## config.mk

```make
export PLATFORM = sky130hd
export DESIGN_NAME = afec_config
export DESIGN_NICKNAME = d
export VERILOG_FILES = /design/src/pkg/afec_pkg.sv /design/src/verilog/afec_config.sv /design/src/verilog/afec_offset_trim.sv
export VERILOG_INCLUDE_DIRS = /design/src /design/src/pkg
export SDC_FILE = /design/constraint.sdc
export NUM_CORES = 1
export LEC_CHECK = 0
export BUFFER_PORTS_ARGS = -buffer_cell sky130_fd_sc_hd__buf_2
export CAP_MARGIN = 20
export CORE_AREA = 2 2 110 112
export CTS_BUF_LIST = sky130_fd_sc_hd__clkbuf_8
export CTS_CLUSTER_SIZE = 16
export DETAILED_ROUTE_END_ITERATION = 16
export DIE_AREA = 0 0 112 114
export HOLD_SLACK_MARGIN = 0.1
export PLACE_DENSITY = 0.89
export SLEW_MARGIN = 20
export SYNTH_ARGS = -nofsm -noshare
export SYNTH_HDL_FRONTEND = slang
export SYNTH_HIERARCHICAL = 1
export SYNTH_SLANG_ARGS = --single-unit
export TNS_END_PERCENT = 50
```

## constraint.sdc

```tcl
create_clock -name clk_i -period 4.15 [get_ports clk_i]
set_input_delay 0.2075 -clock clk_i [delete_from_list [all_inputs] [get_ports clk_i]]
set_output_delay 0.2075 -clock clk_i [all_outputs]
set_load 0.05 [all_outputs]
```

## src/pkg/afec_map.svh

```systemverilog
// register indices, field positions, reset values and codes of the front-end configuration
// assumes inclusion by bare name from design files
`ifndef AFEC_MAP_SVH
`define AFEC_MAP_SVH

// ----------------------------------------------------------------------
// register indices on the serial register port
// ----------------------------------------------------------------------
`define AFEC_IDX_GAIN 2'h0
`define AFEC_IDX_CH1_TRIM 2'h1
`define AFEC_IDX_CH2_TRIM 2'h2

// ----------------------------------------------------------------------
// reset values
// ----------------------------------------------------------------------
`define AFEC_GAIN_RST 8'h00
`define AFEC_CH1_TRIM_RST 8'h80
`define AFEC_CH2_TRIM_RST 8'h00
`define AFEC_RDATA_RST 8'h00

// ----------------------------------------------------------------------
// field positions
// ----------------------------------------------------------------------
`define AFEC_CH1_GAIN_MSB 2
`define AFEC_CH1_GAIN_LSB 0
`define AFEC_RANGE_MSB 4
`define AFEC_RANGE_LSB 3
`define AFEC_CH2_GAIN_MSB 7
`define AFEC_CH2_GAIN_LSB 5
`define AFEC_INTEG_BIT 7
`define AFEC_TRIM_MSB 5
`define AFEC_TRIM_SIGN 5
`define AFEC_TRIM_MAG_MSB 4

// ----------------------------------------------------------------------
// gain and range codes
// ----------------------------------------------------------------------
`define AFEC_GAIN_X1 3'h0
`define AFEC_GAIN_X2 3'h1
`define AFEC_GAIN_X4 3'h2
`define AFEC_GAIN_X8 3'h3
`define AFEC_GAIN_X16 3'h4
`define AFEC_SHIFT_X1 3'h0
`define AFEC_SHIFT_X2 3'h1
`define AFEC_SHIFT_X4 3'h2
`define AFEC_SHIFT_X8 3'h3
`define AFEC_SHIFT_X16 3'h4
`define AFEC_RANGE_FULL 2'h0
`define AFEC_RANGE_HALF 2'h1
`define AFEC_RANGE_QUARTER 2'h2
`define AFEC_RANGE_RSVD 2'h3

`endif

```

## src/pkg/afec_pkg.sv

```systemverilog
// types shared by the front-end configuration design files
// assumes nothing of its surroundings
package afec_pkg;
  typedef logic [2:0] afec_gain_shift_t;
  typedef logic [1:0] afec_range_t;
  typedef logic [1:0] afec_idx_t;
  typedef logic [7:0] afec_reg_t;
  typedef logic [5:0] afec_trim_t;
endpackage

```

## src/verilog/afec_config.sv

```systemverilog
// gain, input range and offset trim configuration of a two-channel metering front end
// assumes a synchronous register port driven by the serial interface, one access per cycle
//
// Notes on behaviour
// - Gain register bits 0 to 2 set the channel 1 amplifier gain of 1, 2, 4, 8 or 16.
// - Gain register bits 5 to 7 set the channel 2 amplifier gain from the same set.
// - Gain register bits 3 and 4 pick the channel 1 range of 0.5 V, 0.25 V or 0.125 V.
// - Each channel has its own offset trim register that cancels the offset of its samples.
// - A trim is 6-bit sign and magnitude, magnitude at most 31, lsb weight set by the LSB_SHIFT parameter.
// - The channel 1 integrator is on after power-up with no write needed.
// - The top bit of the channel 1 trim register turns the integrator off at 0 and on at 1.
`timescale 1ns/1ns
`include "afec_map.svh"

module afec_config #(
  parameter int DW = 24,
  parameter int CH1_LSB_SHIFT = 0,
  parameter int CH2_LSB_SHIFT = 0
) (
  input wire logic clk_i,
  input wire logic resetn_i,
  input wire logic reg_wr_i,
  input wire logic reg_rd_i,
  input wire afec_pkg::afec_idx_t reg_idx_i,
  input wire afec_pkg::afec_reg_t reg_wdata_i,
  output afec_pkg::afec_reg_t reg_rdata_o,
  output logic reg_rvalid_o,
  output afec_pkg::afec_gain_shift_t ch1_gain_shift_o,
  output afec_pkg::afec_gain_shift_t ch2_gain_shift_o,
  output afec_pkg::afec_range_t ch1_range_shift_o,
  output logic config_reserved_o,
  output logic ch1_integrator_en_o,
  input wire logic ch1_sample_valid_i,
  input wire logic signed [DW-1:0] ch1_sample_i,
  input wire logic ch2_sample_valid_i,
  input wire logic signed [DW-1:0] ch2_sample_i,
  output logic signed [DW-1:0] ch1_trimmed_o,
  output logic ch1_trimmed_valid_o,
  output logic signed [DW-1:0] ch2_trimmed_o,
  output logic ch2_trimmed_valid_o
);

  // ----------------------------------------------------------------------
  // decoding
  // ----------------------------------------------------------------------
  function automatic afec_pkg::afec_gain_shift_t gain_shift(input logic [2:0] code);
    case (code)
      `AFEC_GAIN_X1: return `AFEC_SHIFT_X1;
      `AFEC_GAIN_X2: return `AFEC_SHIFT_X2;
      `AFEC_GAIN_X4: return `AFEC_SHIFT_X4;
      `AFEC_GAIN_X8: return `AFEC_SHIFT_X8;
      `AFEC_GAIN_X16: return `AFEC_SHIFT_X16;
      default: return `AFEC_SHIFT_X1;
    endcase
  endfunction

  function automatic logic gain_reserved(input logic [2:0] code);
    return code > `AFEC_GAIN_X16;
  endfunction

  // reserved range code falls back to the widest range
  function automatic afec_pkg::afec_range_t range_shift(input afec_pkg::afec_range_t code);
    return (code == `AFEC_RANGE_RSVD) ? `AFEC_RANGE_FULL : code;
  endfunction

  function automatic logic cfg_reserved(input afec_pkg::afec_reg_t g);
    return gain_reserved(g[`AFEC_CH1_GAIN_MSB:`AFEC_CH1_GAIN_LSB])
         | gain_reserved(g[`AFEC_CH2_GAIN_MSB:`AFEC_CH2_GAIN_LSB])
         | (g[`AFEC_RANGE_MSB:`AFEC_RANGE_LSB] == `AFEC_RANGE_RSVD);
  endfunction

  // ----------------------------------------------------------------------
  // registers
  // ----------------------------------------------------------------------
  afec_pkg::afec_reg_t gain_ff;
  afec_pkg::afec_reg_t nxt_gain;
  afec_pkg::afec_trim_t ch1_trim_ff;
  afec_pkg::afec_trim_t ch2_trim_ff;
  logic wr_gain;
  logic wr_ch1;
  logic wr_ch2;

  assign wr_gain = reg_wr_i && (reg_idx_i == `AFEC_IDX_GAIN);
  assign wr_ch1 = reg_wr_i && (reg_idx_i == `AFEC_IDX_CH1_TRIM);
  assign wr_ch2 = reg_wr_i && (reg_idx_i == `AFEC_IDX_CH2_TRIM);
  assign nxt_gain = wr_gain ? reg_wdata_i : gain_ff;

  always_ff @(posedge clk_i) begin
    if (!resetn_i) begin
      gain_ff <= `AFEC_GAIN_RST;
    end else begin
      gain_ff <= nxt_gain;
    end
  end

  // decoded controls follow the register in the same cycle
  always_ff @(posedge clk_i) begin
    if (!resetn_i) begin
      ch1_gain_shift_o <= gain_shift(3'(`AFEC_GAIN_RST >> `AFEC_CH1_GAIN_LSB));
      ch2_gain_shift_o <= gain_shift(3'(`AFEC_GAIN_RST >> `AFEC_CH2_GAIN_LSB));
      ch1_range_shift_o <= `AFEC_RANGE_FULL;
      config_reserved_o <= 1'b0;
    end else begin
      ch1_gain_shift_o <= gain_shift(nxt_gain[`AFEC_CH1_GAIN_MSB:`AFEC_CH1_GAIN_LSB]);
      ch2_gain_shift_o <= gain_shift(nxt_gain[`AFEC_CH2_GAIN_MSB:`AFEC_CH2_GAIN_LSB]);
      ch1_range_shift_o <= range_shift(nxt_gain[`AFEC_RANGE_MSB:`AFEC_RANGE_LSB]);
      config_reserved_o <= cfg_reserved(nxt_gain);
    end
  end

  always_ff @(posedge clk_i) begin
    if (!resetn_i) begin
      ch1_trim_ff <= afec_pkg::afec_trim_t'(`AFEC_CH1_TRIM_RST);
      ch1_integrator_en_o <= 1'(`AFEC_CH1_TRIM_RST >> `AFEC_INTEG_BIT);
    end else if (wr_ch1) begin
      ch1_trim_ff <= reg_wdata_i[`AFEC_TRIM_MSB:0];
      ch1_integrator_en_o <= reg_wdata_i[`AFEC_INTEG_BIT];
    end
  end

  always_ff @(posedge clk_i) begin
    if (!resetn_i) begin
      ch2_trim_ff <= afec_pkg::afec_trim_t'(`AFEC_CH2_TRIM_RST);
    end else if (wr_ch2) begin
      ch2_trim_ff <= reg_wdata_i[`AFEC_TRIM_MSB:0];
    end
  end

  // ----------------------------------------------------------------------
  // read path, unmapped index reads zero
  // ----------------------------------------------------------------------
  always_ff @(posedge clk_i) begin
    if (!resetn_i) begin
      reg_rdata_o <= `AFEC_RDATA_RST;
      reg_rvalid_o <= 1'b0;
    end else begin
      reg_rvalid_o <= reg_rd_i;
      if (reg_rd_i) begin
        case (reg_idx_i)
          `AFEC_IDX_GAIN: reg_rdata_o <= gain_ff;
          `AFEC_IDX_CH1_TRIM: reg_rdata_o <= {ch1_integrator_en_o, 1'b0, ch1_trim_ff};
          `AFEC_IDX_CH2_TRIM: reg_rdata_o <= {2'b00, ch2_trim_ff};
          default: reg_rdata_o <= `AFEC_RDATA_RST;
        endcase
      end
    end
  end

  // ----------------------------------------------------------------------
  // offset removal per channel
  // ----------------------------------------------------------------------
  afec_offset_trim #(
    .DW(DW),
    .LSB_SHIFT(CH1_LSB_SHIFT)
  ) u_ch1_trim (
    .clk_i(clk_i),
    .resetn_i(resetn_i),
    .sample_valid_i(ch1_sample_valid_i),
    .sample_i(ch1_sample_i),
    .trim_i(ch1_trim_ff),
    .trimmed_o(ch1_trimmed_o),
    .trimmed_valid_o(ch1_trimmed_valid_o)
  );

  afec_offset_trim #(
    .DW(DW),
    .LSB_SHIFT(CH2_LSB_SHIFT)
  ) u_ch2_trim (
    .clk_i(clk_i),
    .resetn_i(resetn_i),
    .sample_valid_i(ch2_sample_valid_i),
    .sample_i(ch2_sample_i),
    .trim_i(ch2_trim_ff),
    .trimmed_o(ch2_trimmed_o),
    .trimmed_valid_o(ch2_trimmed_valid_o)
  );
endmodule // afec_config

```

## src/verilog/afec_offset_trim.sv

```systemverilog
// applies a sign-and-magnitude offset trim to one channel's sample stream
// assumes samples arrive synchronous to clk_i with a one-cycle valid strobe
`timescale 1ns/1ns
`include "afec_map.svh"

module afec_offset_trim #(
  parameter int DW = 24,
  parameter int LSB_SHIFT = 0
) (
  input wire logic clk_i,
  input wire logic resetn_i,
  input wire logic sample_valid_i,
  input wire logic signed [DW-1:0] sample_i,
  input wire afec_pkg::afec_trim_t trim_i,
  output logic signed [DW-1:0] trimmed_o,
  output logic trimmed_valid_o
);

  // ----------------------------------------------------------------------
  // arithmetic
  // ----------------------------------------------------------------------
  // sign-and-magnitude to two's complement, scaled to sample lsb
  function automatic logic signed [DW:0] trim_value(input afec_pkg::afec_trim_t t);
    logic signed [DW:0] mag;
    mag = '0;
    mag = $signed({{(DW-4){1'b0}}, t[`AFEC_TRIM_MAG_MSB:0]}) <<< LSB_SHIFT;
    return t[`AFEC_TRIM_SIGN] ? -mag : mag;
  endfunction

  function automatic logic signed [DW-1:0] trim_sat(input logic signed [DW-1:0] s,
                                                    input afec_pkg::afec_trim_t t);
    logic signed [DW:0] w;
    w = '0;
    // trim is added, so the opposite of a measured offset cancels it
    w = $signed({s[DW-1], s}) + trim_value(t);
    if (w[DW] != w[DW-1]) begin
      return w[DW] ? {1'b1, {(DW-1){1'b0}}} : {1'b0, {(DW-1){1'b1}}};
    end
    return w[DW-1:0];
  endfunction

  // ----------------------------------------------------------------------
  // correction stage
  // ----------------------------------------------------------------------
  always_ff @(posedge clk_i) begin
    if (!resetn_i) begin
      trimmed_o <= '0;
    end else if (sample_valid_i) begin
      trimmed_o <= trim_sat(sample_i, trim_i);
    end
  end

  always_ff @(posedge clk_i) begin
    if (!resetn_i) begin
      trimmed_valid_o <= 1'b0;
    end else begin
      trimmed_valid_o <= sample_valid_i;
    end
  end
endmodule // afec_offset_trim

```

Word-level counts from Yosys, hierarchy flattened
Index checks and enable logic that the tools add are counted.
{"block": "word_totals", "input_bits": 64, "word_cells": 59, "out_inout_bits": 69, "register_bits": 89}
{"block": "op_classes", "reduce_logical": 5, "add_sub_neg": 4, "muxes": 18, "order_cmp": 2, "n_eq_ne": 13, "bitwise_logic": 3}
{"cell": "$mux 24", "count": 6}
{"cell": "$add 24x25->25", "count": 2}
{"cell": "$mux 25", "count": 2}
{"cell": "$neg 5->25", "count": 2}
{"cell": "$pmux 3 s4", "count": 2}
{"cell": "$pmux 8 s3", "count": 1}
{"cell": "$eq 3x2->1 const B", "count": 4}
{"cell": "$mux 8", "count": 1}
{"cell": "$eq 3x1->1 const B", "count": 2}
{"cell": "$eq 3x3->1 const B", "count": 2}
{"cell": "$gt 3x3->1 const B", "count": 2}
{"cell": "$mux 1", "count": 6}
{"cell": "$eq 2x2->1 const B", "count": 2}
{"cell": "$logic_and 1x1->1", "count": 3}
{"cell": "$eq 2x1->1 const B", "count": 1}
{"cell": "$logic_not 2->1", "count": 1}
{"cell": "$ne 1x1->1", "count": 2}
{"cell": "$or 1x1->1", "count": 2}
{"cell": "$reduce_or 2->1", "count": 1}
{"cell": "$not 1->1", "count": 1}

Depth between registers and ports, before layout
Gate-level depths: netlist of run 1.
{"block": "logic_depth", "depth_word": 8, "ltp_mapped": 17, "ltp_nobuf": 15}

By module
The synthesis of run 1 kept the hierarchy.
{"mod": "afec_offset_trim at u_ch1_trim", "n_inst": 1, "area_per_inst_um2": 2605.0, "seq_area_each_um2": 500.5, "cells_per_inst": 329}
{"mod": "afec_offset_trim at u_ch2_trim", "n_inst": 1, "area_per_inst_um2": 2239.6, "seq_area_each_um2": 500.5, "cells_per_inst": 283}
{"mod": "afec_config", "n_inst": 1, "area_per_inst_um2": 1729.2, "seq_area_each_um2": 780.7, "cells_per_inst": 181}

Worst setup path before layout of run 1
No wires, ideal clock.
{"block": "synth_path", "kind": "register to register", "from": "register ch2_trim_ff[0]", "to": "register u_ch2_trim.trimmed_o[19]", "path_stages_with_launch": 17, "arrival_time_ns": 3.347, "path_slack_ns": 0.724, "setup_time_ns": 0.079, "n_path_buf": 1, "synth_period_minus_slack_ns": 3.426, "required_time_ns": 4.071, "path_cell_list": "dfxtp_1 inv_1 ha_1 nor3b_1 ha_1 nand2_1 o21ai_0 ha_1 nand2_1 o311a_1 o31a_1 o21ai_2 a41o_1 xnor2_1 buf_2 nand3_1 o211ai_1"}
{"block": "synth_between", "elab_chain_cells": 8, "word_cells_on_any_way": 10, "classes_between": "add/sub (2); eq/ne (1); mux (7)"}
{"element": "start: declaration", "line_no": "afec_config.sv:78", "text": "afec_pkg::afec_trim_t ch2_trim_ff;"}
{"element": "start signal: assignment", "line_no": "afec_config.sv:123", "text": "ch2_trim_ff <= afec_pkg::afec_trim_t'(`AFEC_CH2_TRIM_RST);"}
{"element": "start signal: assignment", "line_no": "afec_config.sv:125", "text": "ch2_trim_ff <= reg_wdata_i[`AFEC_TRIM_MSB:0];"}
{"element": "$neg 5->25", "line_no": "afec_offset_trim.sv:27", "text": "return t[`AFEC_TRIM_SIGN] ? -mag : mag;"}
{"element": "$mux 25 *", "line_no": "afec_offset_trim.sv:27"}
{"element": "$add 24x25->25 *", "line_no": "afec_offset_trim.sv:35", "text": "w = $signed({s[DW-1], s}) + trim_value(t);"}
{"element": "$ne 1x1->1", "line_no": "afec_offset_trim.sv:36", "text": "if (w[DW] != w[DW-1]) begin"}
{"element": "$mux 1", "line_no": "afec_offset_trim.sv:36"}
{"element": "$mux 1", "line_no": "afec_offset_trim.sv:48", "text": "end else if (sample_valid_i) begin"}
{"element": "$mux 1", "line_no": "afec_offset_trim.sv:46", "text": "if (!resetn_i) begin"}
{"element": "$mux 24 *", "line_no": "afec_offset_trim.sv:39", "text": "return w[DW-1:0];"}
{"element": "end signal: assignment", "line_no": "afec_offset_trim.sv:49", "text": "trimmed_o <= trim_sat(sample_i, trim_i);"}
{"element": "end: declaration", "line_no": "afec_offset_trim.sv:15", "text": "output logic signed [DW-1:0] trimmed_o,"}
Every way passes the cells marked *; elsewhere a longest branch is shown, timed or not. The select of a mux whose other input is x is not followed.
A chain may end at the register's enable or synchronous reset.

Worst setup path after layout of run 1
{"block": "layout_path", "from": "register ch2_trim_ff[1]", "to": "register u_ch2_trim.trimmed_o[16]"}
The elaborated chain is that of the path after synthesis.

==> results of run 1 <==
## kinds of logic (layout without fill, tap and decap cells)
| group | after synthesis | count (layout) | synth area share |
|---|---|---|---|
| fa+ha+maj | 57 | 57 | 0.1098 |
| xor+xnor | 53 | 53 | 0.07290 |
| compound gates | 309 | 309 | 0.3095 |
| simple gates | 208 | 208 | 0.1610 |
| buf+inv | 57 | 181 | 0.04530 |
| mux | 20 | 20 | 0.03045 |
| flops | 89 | 89 | 0.2710 |
## power groups by stage
stage / sequential [uW] / clock, uW / combinational (uW)
2_1_floorplan: 1120 / 0 / 310
3_3_place_gp: 957 / 0 / 618
3_5_place_dp: 959 / 0 / 629
4_1_cts: 940 / 602 / 633
5_1_grt: 947 / 631 / 694
6_report: 939 / 590 / 646
## flip-flops by register name (all words and copies together), names as in the netlist
register	count
u_ch2_trim/trimmed_valid_o	1
u_ch1_trim/trimmed_valid_o	1
config_reserved_o	1
reg_rdata_o	8
reg_rvalid_o	1
ch1_integrator_en_o	1
ch1_trim_ff	6
ch1_gain_shift_o	3
u_ch2_trim/trimmed_o	24
u_ch1_trim/trimmed_o	24
ch2_trim_ff	6
ch1_range_shift_o	2
ch2_gain_shift_o	3
gain_ff	8
## through the flow
step | instances | power (uW) | cell area, um2
floorplan | 793 | 1432 | 6574
global placement | 1044 | 1576 | 7267
detailed placement | 1044 | 1588 | 7267
CTS | 1062 | 2175 | 7480
global route | 1064 | 2271 | 7522
finish | 1064 | 2176 | 7522
## what timing repair did
item / 4_1_cts / 5_1_grt
gates resized for setup: 0 / 4
hold endpoints to repair: 2 / 0
hold buffers: 2 / 0
buffers inserted: 0 / 2
endpoints found under the setup margin: 0 / 18
## area by class of cell
cell class / count / area share
repair buffers: 146 / 0.1025
inverters: 19 / 0.009481
multi-input cells: 647 / 0.6011
clock inverters: 6 / 0.007319
well taps: 147 / 0.02445
flip-flops and latches: 89 / 0.2369
clock buffers: 10 / 0.01830
## tightest hold or removal path: cells and delay by family
| kind | cells | cell delay [ns] |
|---|---|---|
| buf+inv | 1 | 0.14 |
| compound gates | 1 | 0.05 |
| simple gates | 1 | 0.06 |
## metal layers
layer,part of all wire,up-vias,global-route usage
li1,-,3198,-
met1,0.46,2995,0.3530
met2,0.45,228,0.4113
met3,0.068,24,0.03985
met4,0.018,0,0.08537
met5,0,-,0
## worst max path at each step
stage                    from                  endpoint  slack [ns]
2_1_floorplan  ch2_trim_ff[0]  u_ch2_trim/trimmed_o[19]        0.72
3_3_place_gp   ch2_trim_ff[0]   u_ch2_trim/trimmed_o[3]        0.30
3_5_place_dp   ch2_trim_ff[0]   u_ch2_trim/trimmed_o[3]        0.12
4_1_cts        ch2_trim_ff[1]  u_ch2_trim/trimmed_o[16]        0.02
5_1_grt        ch2_trim_ff[1]   u_ch2_trim/trimmed_o[3]        0.01
6_report       ch2_trim_ff[1]  u_ch2_trim/trimmed_o[16]        0.19
## placed cells by master, fill, tap and decap left out, types with 3 or more instances in the layout
master,Yosys,final
a211oi_1,21,21
a21boi_1,14,14
a21o_1,19,19
a21oi_1,44,44
a31oi_1,39,39
and2_1,6,6
and3_1,6,6
buf_2,10,132
buf_4,1,12
clkbuf_8,0,10
dfxtp_1,89,89
ha_1,52,52
inv_1,18,18
mux2i_1,20,20
nand2_1,67,67
nand2b_1,6,6
nand3_1,12,12
nand3b_1,10,10
nand3b_2,4,4
nand4_1,6,6
nor2_1,44,44
nor2b_1,17,17
nor3_1,7,7
nor3b_1,4,4
o211ai_1,11,11
o21a_1,9,9
o21ai_0,79,79
o21ai_1,9,8
o22ai_1,3,3
o31ai_1,24,24
or2_1,6,6
or3_1,4,4
xnor2_1,32,31
xor2_1,19,19
## cells in the mapped netlist, types with 7 or more instances
cell type / count
o21ai_1: 9
o21ai_0: 79
a21boi_1: 14
xor2_1: 19
a211oi_1: 21
xnor2_1: 32
clkbuf_1: 18
ha_1: 52
a21oi_1: 44
dfxtp_1: 89
a31oi_1: 39
nand3_1: 12
nor2_1: 44
nor3_1: 7
nand2_1: 67
a21o_1: 19
buf_2: 10
buf_6: 9
o211ai_1: 11
o31ai_1: 24
nand3b_1: 10
inv_1: 18
o21a_1: 9
nor2b_1: 17
mux2i_1: 20
==> results.sh, run 1 <==
export IMPL_status="finished clean"
export IMPL_clockRootBuffer="clkbuf_8"
export IMPL_ys_warnings_count=6
export IMPL_worstSetupEndpointType="flop"
export IMPL_reg2reg_slack_ns=0.19
export IMPL_crit_top_cell="ha_1"
export IMPL_fin_crit_ns=3.958
export IMPL_coreArea_um2=11710
export IMPL_hold_start="reg_wdata_i[4]"
export IMPL_swShare=0.3741
export IMPL_synth_async_reset_ratio=0
export IMPL_p_per_area_nw_per_um2=289.2
export IMPL_rsz0062_at_grt="no"
export IMPL_clk_insertion_delay_late_ns=0.37
export IMPL_start_kind="flop"
export IMPL_numPortBuffers=132
export IMPL_area_growth_pct=14.43
export IMPL_antenna_found_initial=0
export IMPL_synth_nets=911
export IMPL_power_switching_uw=814.0
export IMPL_drc=0
export IMPL_numCtsBuffers=9
export IMPL_vdd_drop_max_mv=0.2359
export IMPL_crit_chain="inv_1, ha_1, nor3b_1, ha_1, nand2_1, o21ai_0, ha_1, nand2_1, o311a_1, o31a_1, o21ai_2, a41o_1, xnor2_2, o31ai_4, a211oi_1"
export IMPL_slew_viol_final=0
export IMPL_max_freq_mhz=252.6
export IMPL_via_per_inst=6.057
export IMPL_crit_arrival_ns=4.19
export IMPL_layout_nets=1030
export IMPL_drt_pre_antenna_iters=5
export IMPL_synth_flop_cell="dfxtp_1"
export IMPL_utilization=0.6423
export IMPL_ant_nets=0
export IMPL_clk_pin_slew_worst_paths_ns=0.11
export IMPL_period_share=0.9539
export IMPL_timing_max_slew_rel_slack=0.5318
export IMPL_dp_slack_ns=0.1202
export IMPL_fp_dieArea_um2=12770
export IMPL_ctsLongestPathBuffers=2
export IMPL_hold_viol_final=0
export IMPL_grt_first_pass_wirelength_mm=27.00
export IMPL_internal_power_uw=1362
export IMPL_pwr_share_seq=0.432
export IMPL_finClkSkew_ns=0.01821
export IMPL_hp_class="in2reg"
export IMPL_reg2reg_depth=15
export IMPL_path_depth=15
export IMPL_grt_pass1_vias=5666
export IMPL_pin_count=133
export IMPL_dpl_hpwl_mm=12.80
export IMPL_path_class="reg2reg"
export IMPL_p_leak_uw=0.003407
export IMPL_crit_path_max_fanout=11
export IMPL_yosys_top_cells_area="dfxtp_1 27%, ha_1 9.9%, o21ai_0 6.0%"
export IMPL_synth_area_leader_cell="dfxtp_1"
export IMPL_worst_slew_pin_slew_ns=0.7015
export IMPL_fp_row_count=40
export IMPL_synth_edf_count=0
export IMPL_overflow=0
export IMPL_multi_input_area_um2=4522
export IMPL_yosysSeqAreaShare=0.2710
export IMPL_crit_buf_inv=1
export IMPL_drv_cap=0
export IMPL_ys_ff_latch=89
export IMPL_cts_sinks=89
export IMPL_clock_power_share=0.271
export IMPL_start_util=0.5613
export IMPL_synth_area_um2=6574
export IMPL_r2r_end="u_ch2_trim/trimmed_o[16]"
export IMPL_regArea_um2=1782
export IMPL_r2r_start="ch2_trim_ff[1]"
export IMPL_hold_end="gain_ff[4]"
export IMPL_num_fill_cells=1024
export IMPL_via_count=6445
export IMPL_drive_gt1_frac=0.2050
export IMPL_die_w_um=112
export IMPL_timing_final_ws_setup_ns=0.1915
export IMPL_drt_iter0_markers=447
export IMPL_crit_slowest_cell="o31ai_4"
export IMPL_cts_tree="yes"
export IMPL_gp_congestion=0.9648
export IMPL_finalSetupViolations=0
export IMPL_grt_usage=0.2556
export IMPL_crit_required_ns=4.38
export IMPL_slowest_delay_ns=0.47
export IMPL_grt_max_degree=73
export IMPL_critical_path_top_delay_family="compound AO/OA/AOI/OAI gates"
export IMPL_worstHoldPathCells=3
export IMPL_wl_per_cell_um=15.98
export IMPL_holdWs_ns=0.1387
export IMPL_fin_setup_tns_ns=0
export IMPL_synth_top_area_frac=0.2710
export IMPL_routed_wl_mm=17.00
export IMPL_yosysUniqueCellTypes=77
export IMPL_synth_cells=793
export IMPL_avgSynthCellArea_um2=8.290
export IMPL_power_frac_comb=0.297
export IMPL_n_antenna_cell=0
export IMPL_h_tree_depth=3
export IMPL_dieHeight_um=114
Power figures use the tool's default switching activity.
==> run 2: changes to the inputs <==
ABC_AREA = 1   (was unset)
CELL_PAD_IN_SITES_DETAIL_PLACEMENT = 1   (was unset)
CELL_PAD_IN_SITES_GLOBAL_PLACEMENT = 1   (was unset)
CORE_AREA = 2 2 137 139   (was 2 2 110 112)
DIE_AREA = 0 0 139 141   (was 0 0 112 114)
==> results.sh, run 2 <==
export IMPL_status="finished clean"
export IMPL_grt_usage=0.2438
export IMPL_synth_most_common_cell="nand2_1"
export IMPL_hold_buffers=0
export IMPL_top_regs="u_ch1_trim/trimmed_o x24, u_ch2_trim/trimmed_o x24"
export IMPL_dpl_hpwl_mm=19.77
export IMPL_overflow=0
export IMPL_final_common_cell="nand2_1"
export IMPL_hp_class="in2reg"
export IMPL_synth_async_reset_ratio=0
export IMPL_ys_warnings_count=6
export IMPL_numCtsBuffers=9
export IMPL_fp_row_count=50
export IMPL_start_util=0.3989
export IMPL_h_tree_depth=3
export IMPL_via_count=7678
export IMPL_yosysSeqAreaShare=0.2445
export IMPL_gp_congestion=0.9517
export IMPL_final_cell_mix="322 x nand2_1, 133 x inv_1, 132 x buf_2"
export IMPL_synth_top_area_frac=0.2445
export IMPL_crit_buf_inv=2
export IMPL_synth_top_family_by_area="simple AND/OR/NAND/NOR gates"
export IMPL_synth_area_leader_cell="dfxtp_1"
export IMPL_wl_per_cell_um=16.50
export IMPL_avgSynthCellArea_um2=6.553
export IMPL_path_depth=17
export IMPL_fp_dieArea_um2=19600
export IMPL_finalSetupViolations=0
export IMPL_clockRootBuffer="clkbuf_8"
export IMPL_worst_slew_pin_slew_ns=0.8175
export IMPL_cts_sinks=89
export IMPL_period_share=0.8780
export IMPL_hold_start="reg_wdata_i[5]"
export IMPL_timing_max_slew_rel_slack=0.4544
export IMPL_synth_xor_xnor_area_share=0.03846
export IMPL_coreArea_um2=18270
export IMPL_synth_nets=1230
export IMPL_hold_viol_final=0
export IMPL_numPortBuffers=132
export IMPL_pin_count=133
export IMPL_yosysUniqueCellTypes=37
export IMPL_via_per_inst=5.234
export IMPL_synth_edf_count=0
export IMPL_synth_area_um2=7287
export IMPL_synth_compound_area_share=0.1619
export IMPL_p_per_area_nw_per_um2=276.7
export IMPL_drc=0
export IMPL_routed_wl_mm=24.20
export IMPL_ys_ff_latch=89
export IMPL_worstHoldPathCells=3
export IMPL_die_w_um=139
export IMPL_grt_first_pass_wirelength_mm=39.06
export IMPL_rsz0062_at_grt="no"
export IMPL_drt_iter0_markers=391
export IMPL_clk_insertion_delay_late_ns=0.38
export IMPL_synthAdderAreaFrac=0.09478
export IMPL_synth_flop_cell="dfxtp_1"
export IMPL_crit_chain="inv_1, ha_1, nand2_1, nor2_1, ha_1, or2_1, inv_1, ha_1, nand2_1, nor2_1, a21oi_1, nand3_2, nand2_1, nand2_1, nand2_1, nand3_1, a21oi_2"
export IMPL_area_growth_pct=13.02
export IMPL_antenna_found_initial=1
export IMPL_crit_slowest_cell="nand2_1"
export IMPL_slowest_delay_ns=0.54
export IMPL_p_leak_uw=0.004348
export IMPL_dieHeight_um=141
export IMPL_max_freq_mhz=274.4
export IMPL_ctsLongestPathBuffers=2
export IMPL_crit_path_max_fanout=20
export IMPL_crit_top_cell="nand2_1"
export IMPL_synth_cells=1112
export IMPL_post_cts_resized=0
export IMPL_drt_pre_antenna_iters=4
export IMPL_yosys_top_cells_area="dfxtp_1 24%, nand2_1 17%, ha_1 8.9%"
export IMPL_dp_slack_ns=0.5851
export IMPL_synthSimpleGateAreaFrac=0.3601
export IMPL_drive_gt1_frac=0.2110
export IMPL_ant_nets=0
export IMPL_crit_required_ns=4.44
export IMPL_yosys_top_cells_count="322 x nand2_1, 133 x inv_1, 91 x nand3_1"
export IMPL_layout_nets=1345
export IMPL_worstSetupEndpointType="flop"
export IMPL_crit_arrival_ns=3.94
export IMPL_total_power_uw=2279
export IMPL_r2r_start="ch2_trim_ff[0]"
export IMPL_critical_path_top_delay_family="simple AND/OR/NAND/NOR gates"
export IMPL_drv_cap=0
export IMPL_post_cts_buffers=0
export IMPL_start_kind="flop"
export IMPL_num_fill_cells=2539
export IMPL_vdd_drop_max_mv=0.1473
export IMPL_path_class="reg2reg"
export IMPL_fin_crit_ns=3.644
export IMPL_fin_setup_tns_ns=0
export IMPL_timing_final_ws_setup_ns=0.5061
export IMPL_finClkSkew_ns=0.01576
export IMPL_clk_pin_slew_worst_paths_ns=0.10
export IMPL_slew_viol_final=0
export IMPL_grt_pass1_vias=7840
export IMPL_grt_max_degree=44
export IMPL_critPathLaunch="ch2_trim_ff[0]"
export IMPL_reg2reg_depth=17
export IMPL_cts_tree="yes"
export IMPL_muxShareOfSynthArea=0
==> run 2: layout make-up <==
cell class / count / area (um2) / share of cell area
well taps: 234 / 292.8 / 0.03555
inverters: 139 / 521.8 / 0.06335
clock inverters: 7 / 70.07 / 0.008508
clock buffers: 9 / 123.9 / 0.01504
flip-flops and latches: 89 / 1782 / 0.2163
diodes: 1 / 2.502 / 0.0003039
multi-input cells: 855 / 4775 / 0.5798
repair buffers: 133 / 668.1 / 0.08113
==> run 2: where the power goes <==
part	internal (uW)	total, uW	switching, uW
sequential	911	950	38.2
combinational	198	717	519
clock	235	612	377
total	1340	2280	934
==> run 2: worst paths after layout <==
kind | to | slack, ns
setup / recovery | u_ch2_trim/trimmed_o[14] | 0.51
hold reg to reg | reg_rdata_o[4] | 0.48
setup reg to reg | u_ch2_trim/trimmed_o[14] | 0.51
hold / removal | ch2_trim_ff[5] | 0.14
==> run 2: through the flow <==
step	util	hold slack, ns	cell area, um2	std cells
final	0.4508	0.1392	8235	1467
after floorplan	-	0.3051	7287	1112
after CTS	0.4507	0.1219	8233	1466
after detailed placement	0.4401	0.4656	8039	1450
after global routing	0.4508	0.1372	8235	1467
after global placement	0.4401	0.4527	8039	1450
==> run 2: layer usage <==
layer,up-vias,share of wire,GRT usage
li1,3843,-,-
met1,3648,0.46,0.3174
met2,151,0.48,0.4218
met3,36,0.037,0.02955
met4,0,0.026,0.07815
met5,-,0,0
==> run 2: logic make-up after synthesis <==
family,count (synthesis)
adder cells (fa/ha/maj),54
buffers and inverters,168
XOR/XNOR,32
AND/OR/NAND/NOR,578
AO/OA/AOI/OAI,191
flip-flops,89
==> run 2: tightest hold or removal path: stages <==
cell and delay (ns):
buf_2 0.12, nand3_1 0.08, a21oi_1 0.06
